[src/hdl/tcsp_defs.svh]
// Constants of the Type-C source port status logic.
// Assumes a 20 MHz clock on mclk_i.
`ifndef TCSP_DEFS_SVH
`define TCSP_DEFS_SVH

`define TCSP_CLK_MHZ          20
// Overcurrent deglitch, least time in microseconds
`define TCSP_OC_DEGLITCH_US   8
`define TCSP_OC_DEGLITCH_CYC  ((`TCSP_OC_DEGLITCH_US * `TCSP_CLK_MHZ) + 0)
// Sink attach deglitch, least time in microseconds
`define TCSP_ATT_DEGLITCH_US  100
`define TCSP_ATT_DEGLITCH_CYC (`TCSP_ATT_DEGLITCH_US * `TCSP_CLK_MHZ)
// Thermal restart hysteresis in degrees C
`define TCSP_THERM_HYST_C     20
// Heavy-load threshold in milliamps
`define TCSP_HEAVY_LOAD_MA    1950

`endif

[src/hdl/tcsp_pkg.sv]
// Types of the Type-C source port status logic.
// Used by tcsp_port alone through scoped names.
package tcsp_pkg;

    // Decoded termination seen on one CC line
    typedef enum logic [1:0] {
        TCSP_CC_OPEN = 2'h0,
        TCSP_CC_RA   = 2'h1,
        TCSP_CC_RD   = 2'h2
    } tcsp_cc_t;

    // Attach state of the port
    typedef enum logic [2:0] {
        TCSP_ST_IDLE   = 3'h0,
        TCSP_ST_WAIT   = 3'h1,
        TCSP_ST_SINK   = 3'h2,
        TCSP_ST_AUDIO  = 3'h3,
        TCSP_ST_DEBUG  = 3'h4
    } tcsp_att_t;

endpackage

[src/hdl/tcsp_deglitch.sv]
// Deglitch filter: output follows input only after it has held steady.
// Input assumed synchronous to mclk_i.
`timescale 1ns/1ns
`default_nettype none

module tcsp_deglitch #(
    parameter int CYCLES = 160
) (
    // Clock and reset
    input  wire logic mclk_i,
    input  wire logic rst_n_i,
    // Level in and filtered level out
    input  wire logic raw_i,
    output logic      clean_o
);

    localparam int CW = $clog2(CYCLES + 1);

    typedef struct packed {
        logic [CW-1:0] cnt;
        logic          clean;
    } tcsp_dg_st_t;

    tcsp_dg_st_t st_r;
    tcsp_dg_st_t st_nxt;

    always_comb begin
        st_nxt = st_r;
        if (raw_i == st_r.clean) begin
            st_nxt.cnt = '0;
        end else if (st_r.cnt == CW'(CYCLES - 1)) begin
            st_nxt.cnt   = '0;
            st_nxt.clean = raw_i;
        end else begin
            st_nxt.cnt = st_r.cnt + CW'(1);
        end
    end

    always_ff @(posedge mclk_i or negedge rst_n_i) begin
        if (!rst_n_i) begin
            st_r <= '0;
        end else begin
            st_r <= st_nxt;
        end
    end

    assign clean_o = st_r.clean;

endmodule

`default_nettype wire

[src/hdl/tcsp_port.sv]
// Type-C source port status logic: lockout, enable, fault, attach decode.
// Analog comparators deliver clean synchronous levels; pads resolve OE.
// CC terminations arrive already decoded per line as tcsp_cc_t codes.
//
// Notes on behaviour
// - Main switch off while supply locked out
// - Error flag low on overcurrent or overtemperature
// - Overcurrent deglitched before error flag asserts
// - Low thermal threshold: flag error, switch off
// - High thermal threshold: release outputs, disable
// - Restart only after twenty degree cooling
// - Ra on both lines asserts audio flag
// - Audio flag releases when CC2 Ra gone
// - Rd on both lines asserts debug flag
// - Debug flag releases when CC1 Rd gone
// - Orientation low for Rd on CC2
// - Orientation released without attached sink
// - Enable low: switches off, outputs released
// - Enable high turns the device on
// - Heavy-load flag while current exceeds threshold
// - Sink-attached flag low while sink present
// - Switch after deglitch; cable supply on Ra
`timescale 1ns/1ns
`default_nettype none
`include "tcsp_defs.svh"

module tcsp_port #(
    parameter int OC_DEGLITCH_CYC  = `TCSP_OC_DEGLITCH_CYC,
    parameter int ATT_DEGLITCH_CYC = `TCSP_ATT_DEGLITCH_CYC
) (
    // Clock and reset
    input  wire logic       mclk_i,
    input  wire logic       rst_n_i,
    // System control
    input  wire logic       enable_i,
    input  wire logic       supply_lockout_i,
    // Protection sense
    input  wire logic       overcurrent_i,
    input  wire logic       thermal_threshold_low_i,
    input  wire logic       thermal_threshold_high_i,
    input  wire logic       thermal_cooled_i,
    input  wire logic       heavy_load_i,
    // CC line terminations, encoded as tcsp_cc_t
    input  wire logic [1:0] cc1_term_i,
    input  wire logic [1:0] cc2_term_i,
    // Power switches
    output logic            main_switch_on_o,
    output logic            cable_supply_cc1_o,
    output logic            cable_supply_cc2_o,
    output logic            cc_monitor_on_o,
    // Open-drain flags: output tied low, enable high while pulling
    output logic            error_flag_n_o,
    output logic            error_flag_n_oe_o,
    output logic            sink_attached_n_o,
    output logic            sink_attached_n_oe_o,
    output logic            orientation_flag_n_o,
    output logic            orientation_flag_n_oe_o,
    output logic            audio_flag_n_o,
    output logic            audio_flag_n_oe_o,
    output logic            test_flag_n_o,
    output logic            test_flag_n_oe_o,
    output logic            heavy_load_n_o,
    output logic            heavy_load_n_oe_o
);

    localparam int AW = $clog2(ATT_DEGLITCH_CYC + 1);
    // Last count of the attach wait; the switch closes on this sample
    localparam logic [AW-1:0] ATT_LAST = AW'(ATT_DEGLITCH_CYC - 1);

    typedef struct packed {
        // Attach machine
        tcsp_pkg::tcsp_att_t att;
        logic [AW-1:0]       cnt;
        logic                cc2_side;
        // Thermal latches
        logic                thermal_hold;
        logic                shutdown;
        // Registered outputs
        logic                main_on;
        logic                vc1;
        logic                vc2;
        logic                mon;
        logic                err_oe;
        logic                sink_oe;
        logic                orient_oe;
        logic                audio_oe;
        logic                test_oe;
        logic                heavy_oe;
    } tcsp_st_t;

    tcsp_st_t st_r;
    tcsp_st_t st_nxt;

    tcsp_pkg::tcsp_cc_t cc1;
    tcsp_pkg::tcsp_cc_t cc2;
    logic               oc_clean;
    logic               shutdown_nxt;
    logic               active;
    // Decoded CC patterns
    logic               sink_pat;
    logic               audio_pat;
    logic               debug_pat;
    logic               rd_on_cc2;
    logic               side_kept;
    logic               ra_on_cc1;
    logic               ra_on_cc2;

    assign cc1 = tcsp_pkg::tcsp_cc_t'(cc1_term_i);
    assign cc2 = tcsp_pkg::tcsp_cc_t'(cc2_term_i);

    // Short overcurrent spikes never reach the error flag
    tcsp_deglitch #(
        .CYCLES (OC_DEGLITCH_CYC)
    ) u_oc_dg (
        .mclk_i  (mclk_i),
        .rst_n_i (rst_n_i),
        .raw_i   (overcurrent_i),
        .clean_o (oc_clean)
    );

    // Shutdown latches at the high threshold and clears only once cooled.
    // Its next value gates the port, so outputs drop on the tripping edge.
    assign shutdown_nxt = thermal_threshold_high_i
                          || (st_r.shutdown && !thermal_cooled_i);

    // Lockout hysteresis lives in the analog comparator; this is its level
    assign active = enable_i && !supply_lockout_i && !shutdown_nxt;

    assign rd_on_cc2 = (cc2 == tcsp_pkg::TCSP_CC_RD);
    assign ra_on_cc1 = (cc1 == tcsp_pkg::TCSP_CC_RA);
    assign ra_on_cc2 = (cc2 == tcsp_pkg::TCSP_CC_RA);
    assign audio_pat = ra_on_cc1 && ra_on_cc2;
    assign debug_pat = (cc1 == tcsp_pkg::TCSP_CC_RD) && rd_on_cc2;
    // Exactly one line carries Rd and the other is not Rd
    assign sink_pat  = (cc1 == tcsp_pkg::TCSP_CC_RD) != rd_on_cc2;
    // Rd has stayed on the line where the attach began
    assign side_kept = (rd_on_cc2 == st_r.cc2_side);

    always_comb begin
        st_nxt = st_r;
        st_nxt.shutdown = shutdown_nxt;

        // Low threshold holds the switch open and the flag low until cooled
        if (thermal_threshold_low_i) begin
            st_nxt.thermal_hold = 1'b1;
        end else if (st_r.thermal_hold && thermal_cooled_i) begin
            st_nxt.thermal_hold = 1'b0;
        end

        if (!active) begin
            st_nxt.att      = tcsp_pkg::TCSP_ST_IDLE;
            st_nxt.cnt      = '0;
            st_nxt.cc2_side = 1'b0;
        end else begin
            unique case (st_r.att)
                tcsp_pkg::TCSP_ST_IDLE: begin
                    st_nxt.cnt = '0;
                    if (audio_pat) begin
                        st_nxt.att = tcsp_pkg::TCSP_ST_AUDIO;
                    end else if (debug_pat) begin
                        st_nxt.att = tcsp_pkg::TCSP_ST_DEBUG;
                    end else if (sink_pat) begin
                        st_nxt.att      = tcsp_pkg::TCSP_ST_WAIT;
                        st_nxt.cc2_side = rd_on_cc2;
                    end
                end

                tcsp_pkg::TCSP_ST_WAIT: begin
                    // Any change of side or loss of Rd restarts the attach
                    if (!sink_pat || !side_kept) begin
                        st_nxt.att = tcsp_pkg::TCSP_ST_IDLE;
                    end else if (st_r.cnt == ATT_LAST) begin
                        st_nxt.att = tcsp_pkg::TCSP_ST_SINK;
                    end else begin
                        st_nxt.cnt = st_r.cnt + AW'(1);
                    end
                end

                tcsp_pkg::TCSP_ST_SINK: begin
                    // Detach is taken at once; no deglitch on the way out
                    if (!sink_pat || !side_kept) begin
                        st_nxt.att = tcsp_pkg::TCSP_ST_IDLE;
                    end
                end

                tcsp_pkg::TCSP_ST_AUDIO: begin
                    // Detach seen on CC2 alone
                    if (!ra_on_cc2) begin
                        st_nxt.att = tcsp_pkg::TCSP_ST_IDLE;
                    end
                end

                tcsp_pkg::TCSP_ST_DEBUG: begin
                    // Detach seen on CC1 alone
                    if (cc1 != tcsp_pkg::TCSP_CC_RD) begin
                        st_nxt.att = tcsp_pkg::TCSP_ST_IDLE;
                    end
                end

                default: begin
                    st_nxt.att = tcsp_pkg::TCSP_ST_IDLE;
                end
            endcase
        end

        // Outputs, computed from the next state so they follow it directly
        st_nxt.mon       = active;
        st_nxt.main_on   = 1'b0;
        st_nxt.vc1       = 1'b0;
        st_nxt.vc2       = 1'b0;
        st_nxt.err_oe    = 1'b0;
        st_nxt.sink_oe   = 1'b0;
        st_nxt.orient_oe = 1'b0;
        st_nxt.audio_oe  = 1'b0;
        st_nxt.test_oe   = 1'b0;
        st_nxt.heavy_oe  = 1'b0;

        if (active) begin
            unique case (st_nxt.att)
                tcsp_pkg::TCSP_ST_IDLE: begin
                    // Empty or unmatched port: every attach flag stays released
                    st_nxt.sink_oe = 1'b0;
                end
                tcsp_pkg::TCSP_ST_WAIT: begin
                    // The switch stays open until the pattern has held
                    st_nxt.main_on = 1'b0;
                end
                tcsp_pkg::TCSP_ST_SINK: begin
                    st_nxt.sink_oe   = 1'b1;
                    st_nxt.orient_oe = st_nxt.cc2_side;
                    // Thermal hold and lockout keep the switch open
                    st_nxt.main_on   = !st_nxt.thermal_hold && !supply_lockout_i;
                end
                tcsp_pkg::TCSP_ST_AUDIO: begin
                    st_nxt.audio_oe = 1'b1;
                end
                tcsp_pkg::TCSP_ST_DEBUG: begin
                    st_nxt.test_oe = 1'b1;
                end
            endcase
        end

        // Cable supply goes to the Ra line facing away from the sink
        if (st_nxt.main_on) begin
            if (st_nxt.cc2_side) begin
                st_nxt.vc1 = ra_on_cc1;
            end else begin
                st_nxt.vc2 = ra_on_cc2;
            end
        end

        // Compensation only matters while load current can flow
        if (st_nxt.main_on && heavy_load_i) begin
            st_nxt.heavy_oe = 1'b1;
        end

        // Fault flag: deglitched overcurrent or low thermal threshold
        if (active && (oc_clean || st_nxt.thermal_hold)) begin
            st_nxt.err_oe = 1'b1;
        end
    end

    // Asynchronous clear releases every pin and opens every switch
    always_ff @(posedge mclk_i or negedge rst_n_i) begin
        if (!rst_n_i) begin
            st_r <= '0;
        end else begin
            st_r <= st_nxt;
        end
    end

    // Power switches and monitor
    assign main_switch_on_o        = st_r.main_on;
    assign cable_supply_cc1_o      = st_r.vc1;
    assign cable_supply_cc2_o      = st_r.vc2;
    assign cc_monitor_on_o         = st_r.mon;

    // Open-drain pins only ever pull low; the enable decides the level seen
    // Fault
    assign error_flag_n_o          = 1'b0;
    assign error_flag_n_oe_o       = st_r.err_oe;
    // Attach and orientation
    assign sink_attached_n_o       = 1'b0;
    assign sink_attached_n_oe_o    = st_r.sink_oe;
    assign orientation_flag_n_o    = 1'b0;
    assign orientation_flag_n_oe_o = st_r.orient_oe;
    // Accessories
    assign audio_flag_n_o          = 1'b0;
    assign audio_flag_n_oe_o       = st_r.audio_oe;
    assign test_flag_n_o           = 1'b0;
    assign test_flag_n_oe_o        = st_r.test_oe;
    // Cable compensation
    assign heavy_load_n_o          = 1'b0;
    assign heavy_load_n_oe_o       = st_r.heavy_oe;

endmodule

`default_nettype wire

[config.mk]
export PLATFORM = sky130hd
export DESIGN_NAME = tcsp_port
export DESIGN_NICKNAME = d
export VERILOG_FILES = /design/src/hdl/tcsp_pkg.sv /design/src/hdl/tcsp_deglitch.sv /design/src/hdl/tcsp_port.sv
export VERILOG_INCLUDE_DIRS = /design/src /design/src/hdl
export SDC_FILE = /design/constraint.sdc
export NUM_CORES = 1
export LEC_CHECK = 0
export BUFFER_PORTS_ARGS = -buffer_cell sky130_fd_sc_hd__clkbuf_2
export CORE_ASPECT_RATIO = 0.75
export CORE_UTILIZATION = 61
export CTS_CLUSTER_DIAMETER = 40
export DETAILED_ROUTE_END_ITERATION = 8
export PLACE_DENSITY = 0.93
export SLEW_MARGIN = 10
export SYNTH_ARGS = -nofsm -noshare
export SYNTH_HDL_FRONTEND = slang
export SYNTH_HIERARCHICAL = 1
export SYNTH_SLANG_ARGS = --single-unit
[constraint.sdc]
create_clock -name mclk_i -period 4.1 [get_ports mclk_i]
set_clock_uncertainty 0.15 [all_clocks]
set_input_delay 0 -clock mclk_i [delete_from_list [all_inputs] [get_ports mclk_i]]
set_output_delay 0 -clock mclk_i [all_outputs]
set_load 0.1 [all_outputs]
==> Yosys cells after proc, flatten, opt, wreduce, memory -nomap -nowiden <==
Cells that the tools add are included.
{ "totals": {"out_inout_bits": 16, "reg_bits": 36, "wordCells": 94, "inputBits": 13} }
{ "op_classes": {"add_sub_neg": 2, "n_bitwise": 1, "reduce_logical": 21, "eq_ne": 20, "n_mux": 33} }
{ "ops": {"columns": ["cell", "n"], "rows": [
  ["2-to-1 mux 3 bit", 8],
  ["2-to-1 mux 11 bit", 2],
  ["one-hot mux 11 bit (2 select lines)", 1],
  ["2-to-1 mux 1 bit", 16],
  ["2-to-1 mux 8 bit", 2],
  ["2-to-1 mux 15 bit", 1],
  ["one-hot mux 3 bit (5 select lines)", 1],
  ["== test 3 x 2 -> 1 bit (second input constant)", 4],
  ["adder 11 x 1 -> 11 bit (second input constant)", 1],
  ["== test 11 bit (second input constant)", 1],
  ["logical AND 1 bit", 9],
  ["adder 8 x 1 -> 8 bit (second input constant)", 1],
  ["== test 8 bit (second input constant)", 1],
  ["== test 3 bit (second input constant)", 2],
  ["logical NOT 1 bit", 6],
  ["inequality test 3 bit (second input constant)", 2],
  ["== test 2 x 1 -> 1 bit (second input constant)", 2],
  ["== test 2 bit (second input constant)", 2],
  ["2-to-1 mux 4 bit", 1],
  ["== test 3 x 1 -> 1 bit (second input constant)", 1],
  ["logical NOT 3 bit", 1],
  ["logical OR 1 bit", 3],
  ["inequality test 3 x 1 -> 1 bit (second input constant)", 1],
  ["AND reduction 3 bit", 1],
  ["other kinds (6)", 7]
]} }

==> Logic depth before layout (Yosys ltp) <==
Gate-level depths: netlist of the first run.
{ "depth": {"ltp_word": 12, "mapped_depth": 7, "ltp_nobuf": 7} }

==> Cells and area by module <==
Netlist of the first run, hierarchy kept.
{ "by_module_without_submodules": {"columns": ["module", "seq_area_each_um2", "area_each_um2", "instances", "cells_each"], "rows": [
  ["tcsp_port", 675.6, 1552.7, 1, 157],
  ["tcsp_deglitch", 225.2, 426.7, 1, 40]
]} }

==> Worst setup path after synthesis of the first run <==
OpenSTA, ideal clock, no wires.
{ "synth_timing": {"kind": "reg-to-reg", "from": "register st_r[17] (netlist bit)", "to": "register st_r, in the netlist cable_supply_cc1_o", "setup_ns": 0.111, "period_less_slack_ns": 1.910, "t_arrival_ns": 1.648, "n_path_buf": 0, "t_required_ns": 3.839, "path_stages_with_launch": 5, "slack_ns": 2.190, "path_cell_list": "dfrtp_1 -> or3b_4 -> o41ai_4 -> nand4_2 -> a2111oi_2"} }
{ "synth_rtl": {"columns": ["element", "line_no", "text"], "rows": [
  ["start, declared", "tcsp_port.sv:91", "tcsp_st_t st_r;"],
  ["start signal, assigned", "tcsp_port.sv:268", "st_r <= st_nxt;"]
]} }

==> Worst setup path in the final report of the first run <==
{ "layout_timing": {"from": "input port cc2_term_i[0]", "to": "register st_r[14] (netlist bit)"} }
{ "layout_between": {"elab_chain_len": 6} }
{ "layout_rtl": {"columns": ["element", "line_no", "text"], "rows": [
  ["start, declared", "tcsp_port.sv:45", "input wire logic [1:0] cc2_term_i,"],
  ["== test 2 bit (*)", "tcsp_port.sv:129", "assign rd_on_cc2 = (cc2 == tcsp_pkg::TCSP_CC_RD);"],
  ["inequality test 1 bit or == test 1 bit (tied branches)", "tcsp_port.sv:135, tcsp_port.sv:137", null],
  ["logical NOT 1 bit", "tcsp_port.sv:170", "if (!sink_pat || !side_kept) begin"],
  ["logical OR 1 bit (*)", "tcsp_port.sv:170", null],
  ["inequality test 3 bit (no line) (*)", null, null],
  ["AND reduction 3 bit (no line) (*)", null, null]
]} }
Every way passes the cells marked *; elsewhere a longest branch is shown, timed or not.
A chain may end at the register's enable or synchronous reset.

==> run_results.csv, run 1 <==
group,metric,value,unit
outcome,status,"finished clean",
clocking,cts.sinks,36,
logic_synthesis,yosys_warnings,6,
worst_setup_path,max_stage_delay,0.69,ns
drt,wl_per_cell,17.2,um
logic_synthesis,yosysTopAreaCell,"dfrtp_1",
sta,final.min_clock_period,2.74,ns
placed_design,io_buffers,22,
clocking,cts_tree,"yes",
global_routing,grt_pass1_wl,7970,um
pwr,peakVddDrop,0.000192,V
logic_synthesis,yosysSeqAreaShare,0.455,
global_routing,grt_pass1_vias,1665,
sta,slew_headroom,0.400,
sta,drv_slew,0,
global_routing,grt_overflow,0,
drt,first_pass_iters,4,
clocking,clockBufferDepth,2,
final_layout,nFillCells,192,
placed_design,hpwlAfterDp,2920,um
sta,tightest_slew,0.875,ns
final_layout,final_common_cell,"dfrtp_1",
clocking,cts_buffers,5,
drt,wirelength,4760,um
sta,fmax,365,MHz
logic_synthesis,yosysUniqueCellTypes,54,
logic_synthesis,synthFlopType,"dfrtp_1",
worst_setup_path,crit_fanout,11,
clocking,clk_pin_slew,0.07,ns
clocking,cts-resized-gates,0,
pwr,leakage,1.04,nW
clocking,insertion_delay,0.29,ns
sta,holdWs,0.0386,ns
worst_setup_path,cpMaxStageDelayCell,"mux2i_1",
final_layout,syn_to_final_growth,17.8,%
die,dieArea,3480,um^2
worst_hold_path,hold_class,"in -> reg",
drt,drt-initial-drc-count,167,
sta,finalSetupViolCount,0,
sta,rsz0062_at_grt,"no",
clocking,post-cts-setup-buffer-count,0,
logic_synthesis,synth_edf_count,0,
worst_setup_path,cp-start-kind,"input pin",
worst_setup_path,crit_type,"in -> reg",
sta,tns,0,ns
job,cap_viol_max_count,0,
final_layout,n_antenna_cell,0,
die,chipHeight,51.3,um
drt,drc,0,
global_routing,grt.total_usage,0.325,
die,core_area,3020,um^2
drt,final_antenna_net_count,0,
die,die_w,67.8,um
die,initial_core_util,0.655,
drt,vias_per_cell,6.05,
logic_synthesis,synthesis.instances,197,
die,rows,17,
logic_synthesis,synth_top_area_frac,0.455,
logic_synthesis,netlist_area,1980,um^2
sta,period_share,0.668,
sta,hold_viol_final,0,
clocking,cts.htree.levels,2,
drt,via_count,1669,
pwr,power_density,307,nW/um^2
worst_setup_path,worstPathRequired,4.12,ns
logic_synthesis,syn_area_per_cell,10.0,um^2
worst_setup_path,critPathCaptureType,"flop",
placed_design,gp_congestion,0.832,
worst_setup_path,cp_cell_sequence,"dlygate4sd3_1 > clkbuf_2 > and2b_1 > ha_1 > and2_1 > mux2i_1 > o31ai_2 > mux2_1",
die,io_pins,29,
logic_synthesis,ys_ff_latch,36,
final_layout,num-nets-final,253,
final_layout,layout_common_cells,"dfrtp_1 (36), clkbuf_2 (22), nand2_1 (15), dlygate4sd3_1 (15), nor2_1 (11)",
logic_synthesis,postSynth.asyncResetShare,1.00,
final_layout,utilization,0.772,
final_layout,drive_above_1_share,0.185,
worst_setup_path,arrival,2.76,ns
logic_synthesis,yosys-top-cells-area,"dfrtp_1 (46%), mux2i_1 (3.5%), nand2b_1 (3.2%)",
clocking,cts_root_buf,"clkbuf_8",
global_routing,grt_max_degree,37,
global_routing,antenna_found_initial,0,
==> registers in the layout (all words and copies together) (netlist names) <==
signal	flops
cable_supply_cc2_o	1
cable_supply_cc1_o	1
main_switch_on_o	1
cc_monitor_on_o	1
sink_attached_n_oe_o	1
audio_flag_n_oe_o	1
orientation_flag_n_oe_o	1
test_flag_n_oe_o	1
u_oc_dg/clean_o	1
st_r	17
heavy_load_n_oe_o	1
error_flag_n_oe_o	1
u_oc_dg/st_r	8
==> final cells by class <==
cell class	count	area [um^2]	share of cell area
multi-input combinational	148	998	0.428
sequential	36	901	0.386
timing repair buffer	37	260	0.112
clock buffer	8	90.1	0.0386
tap	38	47.5	0.0204
inverter	9	33.8	0.0145
==> worst max-delay path, delay by kind of cell <==
| family | cells | cell delay (ns) |
|---|---|---|
| multiplexers | 2 | 1.08 |
| AO/OA/AOI/OAI | 1 | 0.26 |
| adder cells (fa/ha/maj) | 1 | 0.29 |
| buffers and inverters | 2 | 0.66 |
| AND/OR/NAND/NOR | 2 | 0.46 |
==> where the power goes <==
group          internal [mW]  switching (mW)  total, mW
clock                  0.137           0.122      0.259
combinational         0.0262          0.0665     0.0927
sequential             0.360         0.00444      0.364
total                  0.523           0.193      0.716
==> cell usage after synthesis, types with 6 or more instances <==
| master | instances |
|---|---|
| nor2_1 | 11 |
| dfrtp_1 | 36 |
| nand2_1 | 15 |
| mux2i_1 | 7 |
| inv_1 | 8 |
| nor4_1 | 8 |
| nand3_1 | 6 |
| nand2b_1 | 10 |
| buf_4 | 6 |
| a21oi_1 | 7 |
| nand4_1 | 7 |
==> final timing paths <==
check / cells after the start / startpoint / slack, ns / end
min in group asynchronous: 2 / rst_n_i / 0.21 / st_r[19]
hold / removal: 5 / enable_i / 0.04 / main_switch_on_o
hold reg to reg: 1 / u_oc_dg/st_r[1] / 0.34 / u_oc_dg/st_r[1]
setup reg to reg: 5 / st_r[18] / 1.60 / cable_supply_cc2_o
max in group asynchronous: 2 / rst_n_i / 3.03 / u_oc_dg/st_r[2]
setup / recovery: 8 / cc2_term_i[0] / 1.36 / st_r[14]
==> per-layer routing <==
layer	wire length, um	up-vias	GRT usage
met4	180	0	0.170
met3	378	19	0.112
li1	-	783	-
met1	1950	786	0.388
met2	2240	81	0.515
met5	0	-	0
==> kinds of logic (layout without fill, tap and decap cells) <==
| kind of cell | after synthesis | after routing | synth area share |
|---|---|---|---|
| AND/OR/NAND/NOR | 94 | 94 | 0.283 |
| flip-flops | 36 | 36 | 0.455 |
| AO/OA/AOI/OAI | 30 | 30 | 0.116 |
| buffers and inverters | 18 | 54 | 0.0499 |
| multiplexers | 10 | 10 | 0.0525 |
| XOR/XNOR | 5 | 5 | 0.0221 |
| adder cells (fa/ha/maj) | 3 | 3 | 0.0190 |
| other | 1 | 6 | 0.00189 |
==> stage by stage <==
step                power, mW  cells  setup slack, ns  instance area [um^2]
floorplan               0.433    202             2.19                  2000
global placement        0.449    253             1.84                  2090
detailed placement      0.451    253             1.68                  2090
CTS                     0.715    276             1.41                  2330
global route            0.745    276             1.24                  2330
finish                  0.716    276             1.36                  2330
==> what timing repair did <==
action	in CTS	in global routing
setup endpoints to repair	0	0
endpoints found under the hold margin	63	0
hold buffers	15	0
Power figures use the tool's default switching activity.
==> run 2, diff against run 1 <==
CORE_UTILIZATION = 56   (was 61)
PLACE_DENSITY = 0.87   (was 0.93)
clock period = 2.73 ns   (was 4.1 ns; I/O delays follow)
==> run_results.csv, run 2 (synthesized netlist as in run 1, its figures left out) <==
group,metric,value,unit
clocking,cts_root_buf,"clkbuf_8",
drt,drc,6,
sta,rsz0062_at_grt,"no",
clocking,cts_buffers,5,
clocking,clk_pin_slew,0.07,ns
sta,fmax,376,MHz
clocking,cts.htree.levels,2,
final_layout,syn_to_final_growth,19.6,%
placed_design,hpwlAfterDp,2720,um
drt,top_layer_used,"met4",
die,core_area,3330,um^2
placed_design,dp_slack,0.488,ns
global_routing,grt_pass1_wl,6710,um
worst_setup_path,crit_type,"in -> reg",
global_routing,grt.total_usage,0.247,
job,cap_viol_max_count,0,
die,rows,18,
die,chipHeight,53.5,um
final_layout,utilization,0.710,
drt,via_count,1635,
drt,first_pass_iters,6,
die,io_pins,29,
placed_design,io_buffers,22,
pwr,peakVddDrop,0.000350,V
sta,period_share,0.973,
final_layout,drive_above_1_share,0.204,
final_layout,n_antenna_cell,0,
clocking,post-cts-setup-buffer-count,0,
pwr,power_density,454,nW/um^2
sta,finalSetupViolCount,0,
sta,tns,0,ns
drt,final_antenna_net_count,0,
final_layout,nFillCells,244,
sta,setup_slack,0.0729,ns
global_routing,grt_max_degree,37,
worst_hold_path,hold_class,"in -> reg",
final_layout,regArea,901,um^2
worst_setup_path,critPathCaptureType,"flop",
die,dieArea,3780,um^2
drt,wl_met3,234,um
final_layout,largest_register,"st_r",
global_routing,antenna_found_initial,0,
final_layout,multi_input_area,1010,um^2
placed_design,gp_congestion,0.838,
final_layout,final_common_cell,"dfrtp_1",
drt,wirelength,4320,um
global_routing,grt_pass1_vias,1439,
clocking,insertion_delay,0.29,ns
die,initial_core_util,0.594,
pwr,leakage,1.06,nW
final_layout,largest_register_ffs,17,
drt,wl_met2,2040,um
clocking,cts.sinks,36,
sta,holdWs,0.0569,ns
sta,final.min_clock_period,2.66,ns
drt,wl_per_cell,15.4,um
outcome,status,"finished, violations left",
outcome,violations,"design-rule violations",
clocking,clockBufferDepth,2,
worst_setup_path,crit_fanout,6,
clocking,cts_tree,"yes",
worst_setup_path,worstPathRequired,2.76,ns
final_layout,num-nets-final,255,
worst_setup_path,cp-start-kind,"input pin",
final_layout,layout_common_cells,"dfrtp_1 (36), clkbuf_2 (22), dlygate4sd3_1 (16)",
global_routing,grt_overflow,0,
die,die_w,70.7,um
final_layout,reg_top3,"st_r (17), u_oc_dg/st_r (8)",
sta,slew_headroom,0.404,
pwr,p_total,1.07,mW
worst_setup_path,arrival,2.68,ns
sta,hold_viol_final,0,
sta,drv_slew,0,
drt,drt-initial-drc-count,134,
sta,tightest_slew,0.886,ns
drt,vias_per_cell,5.84,
drt,wl_met1,1940,um
## run 2: layer usage
layer / up-vias / track usage
met5: - / 0
met4: 0 / 0.103
met3: 13 / 0.0914
met2: 58 / 0.400
met1: 774 / 0.302
li1: 790 / -
## run 2: per-stage QoR
stage,cells,instance area (um^2)
global placement,256,2100
floorplan,202,2000
global route,280,2370
detailed placement,256,2100
CTS,280,2350
finish,280,2370
## run 2: final timing paths
kind / start / endpoint / slack [ns] / cells past startpoint
setup / recovery: cc2_term_i[0] / heavy_load_n_oe_o / 0.07 / 10
hold / removal: thermal_cooled_i / main_switch_on_o / 0.06 / 5
setup reg to reg: st_r[17] / heavy_load_n_oe_o / 0.21 / 6
hold reg to reg: u_oc_dg/st_r[1] / u_oc_dg/st_r[1] / 0.36 / 1
max in group asynchronous: rst_n_i / st_r[26] / 1.67 / 2
min in group asynchronous: rst_n_i / st_r[19] / 0.21 / 2
## run 2: repair_timing
action,4_1_cts,5_1_grt
hold buffers,16,0
endpoints found under the setup margin,0,2
gates resized for setup,0,2
hold endpoints to repair,63,0
## run 2: critical path, cell delays in order
cell and delay, ns:
dlygate4sd3_1 0.55, clkbuf_2 0.14, and2b_2 0.28, ha_4 0.23
and2_1 0.18, mux2_2 0.33, nand3_1 0.14, inv_1 0.09
and3_1 0.20, dlygate4sd3_1 0.56
## run 2: cell type report
cell class / count / share of cell area
clock buffer: 6 / 0.0349
clock inverter: 2 / 0.00423
inverter: 9 / 0.0143
multi-input combinational: 148 / 0.428
sequential: 36 / 0.381
tap: 40 / 0.0211
timing repair buffer: 39 / 0.117
## run 2: report_power, final
| group | internal [mW] | switching [mW] |
|---|---|---|
| combinational | 0.0435 | 0.101 |
| sequential | 0.541 | 0.00634 |
| clock | 0.201 | 0.182 |
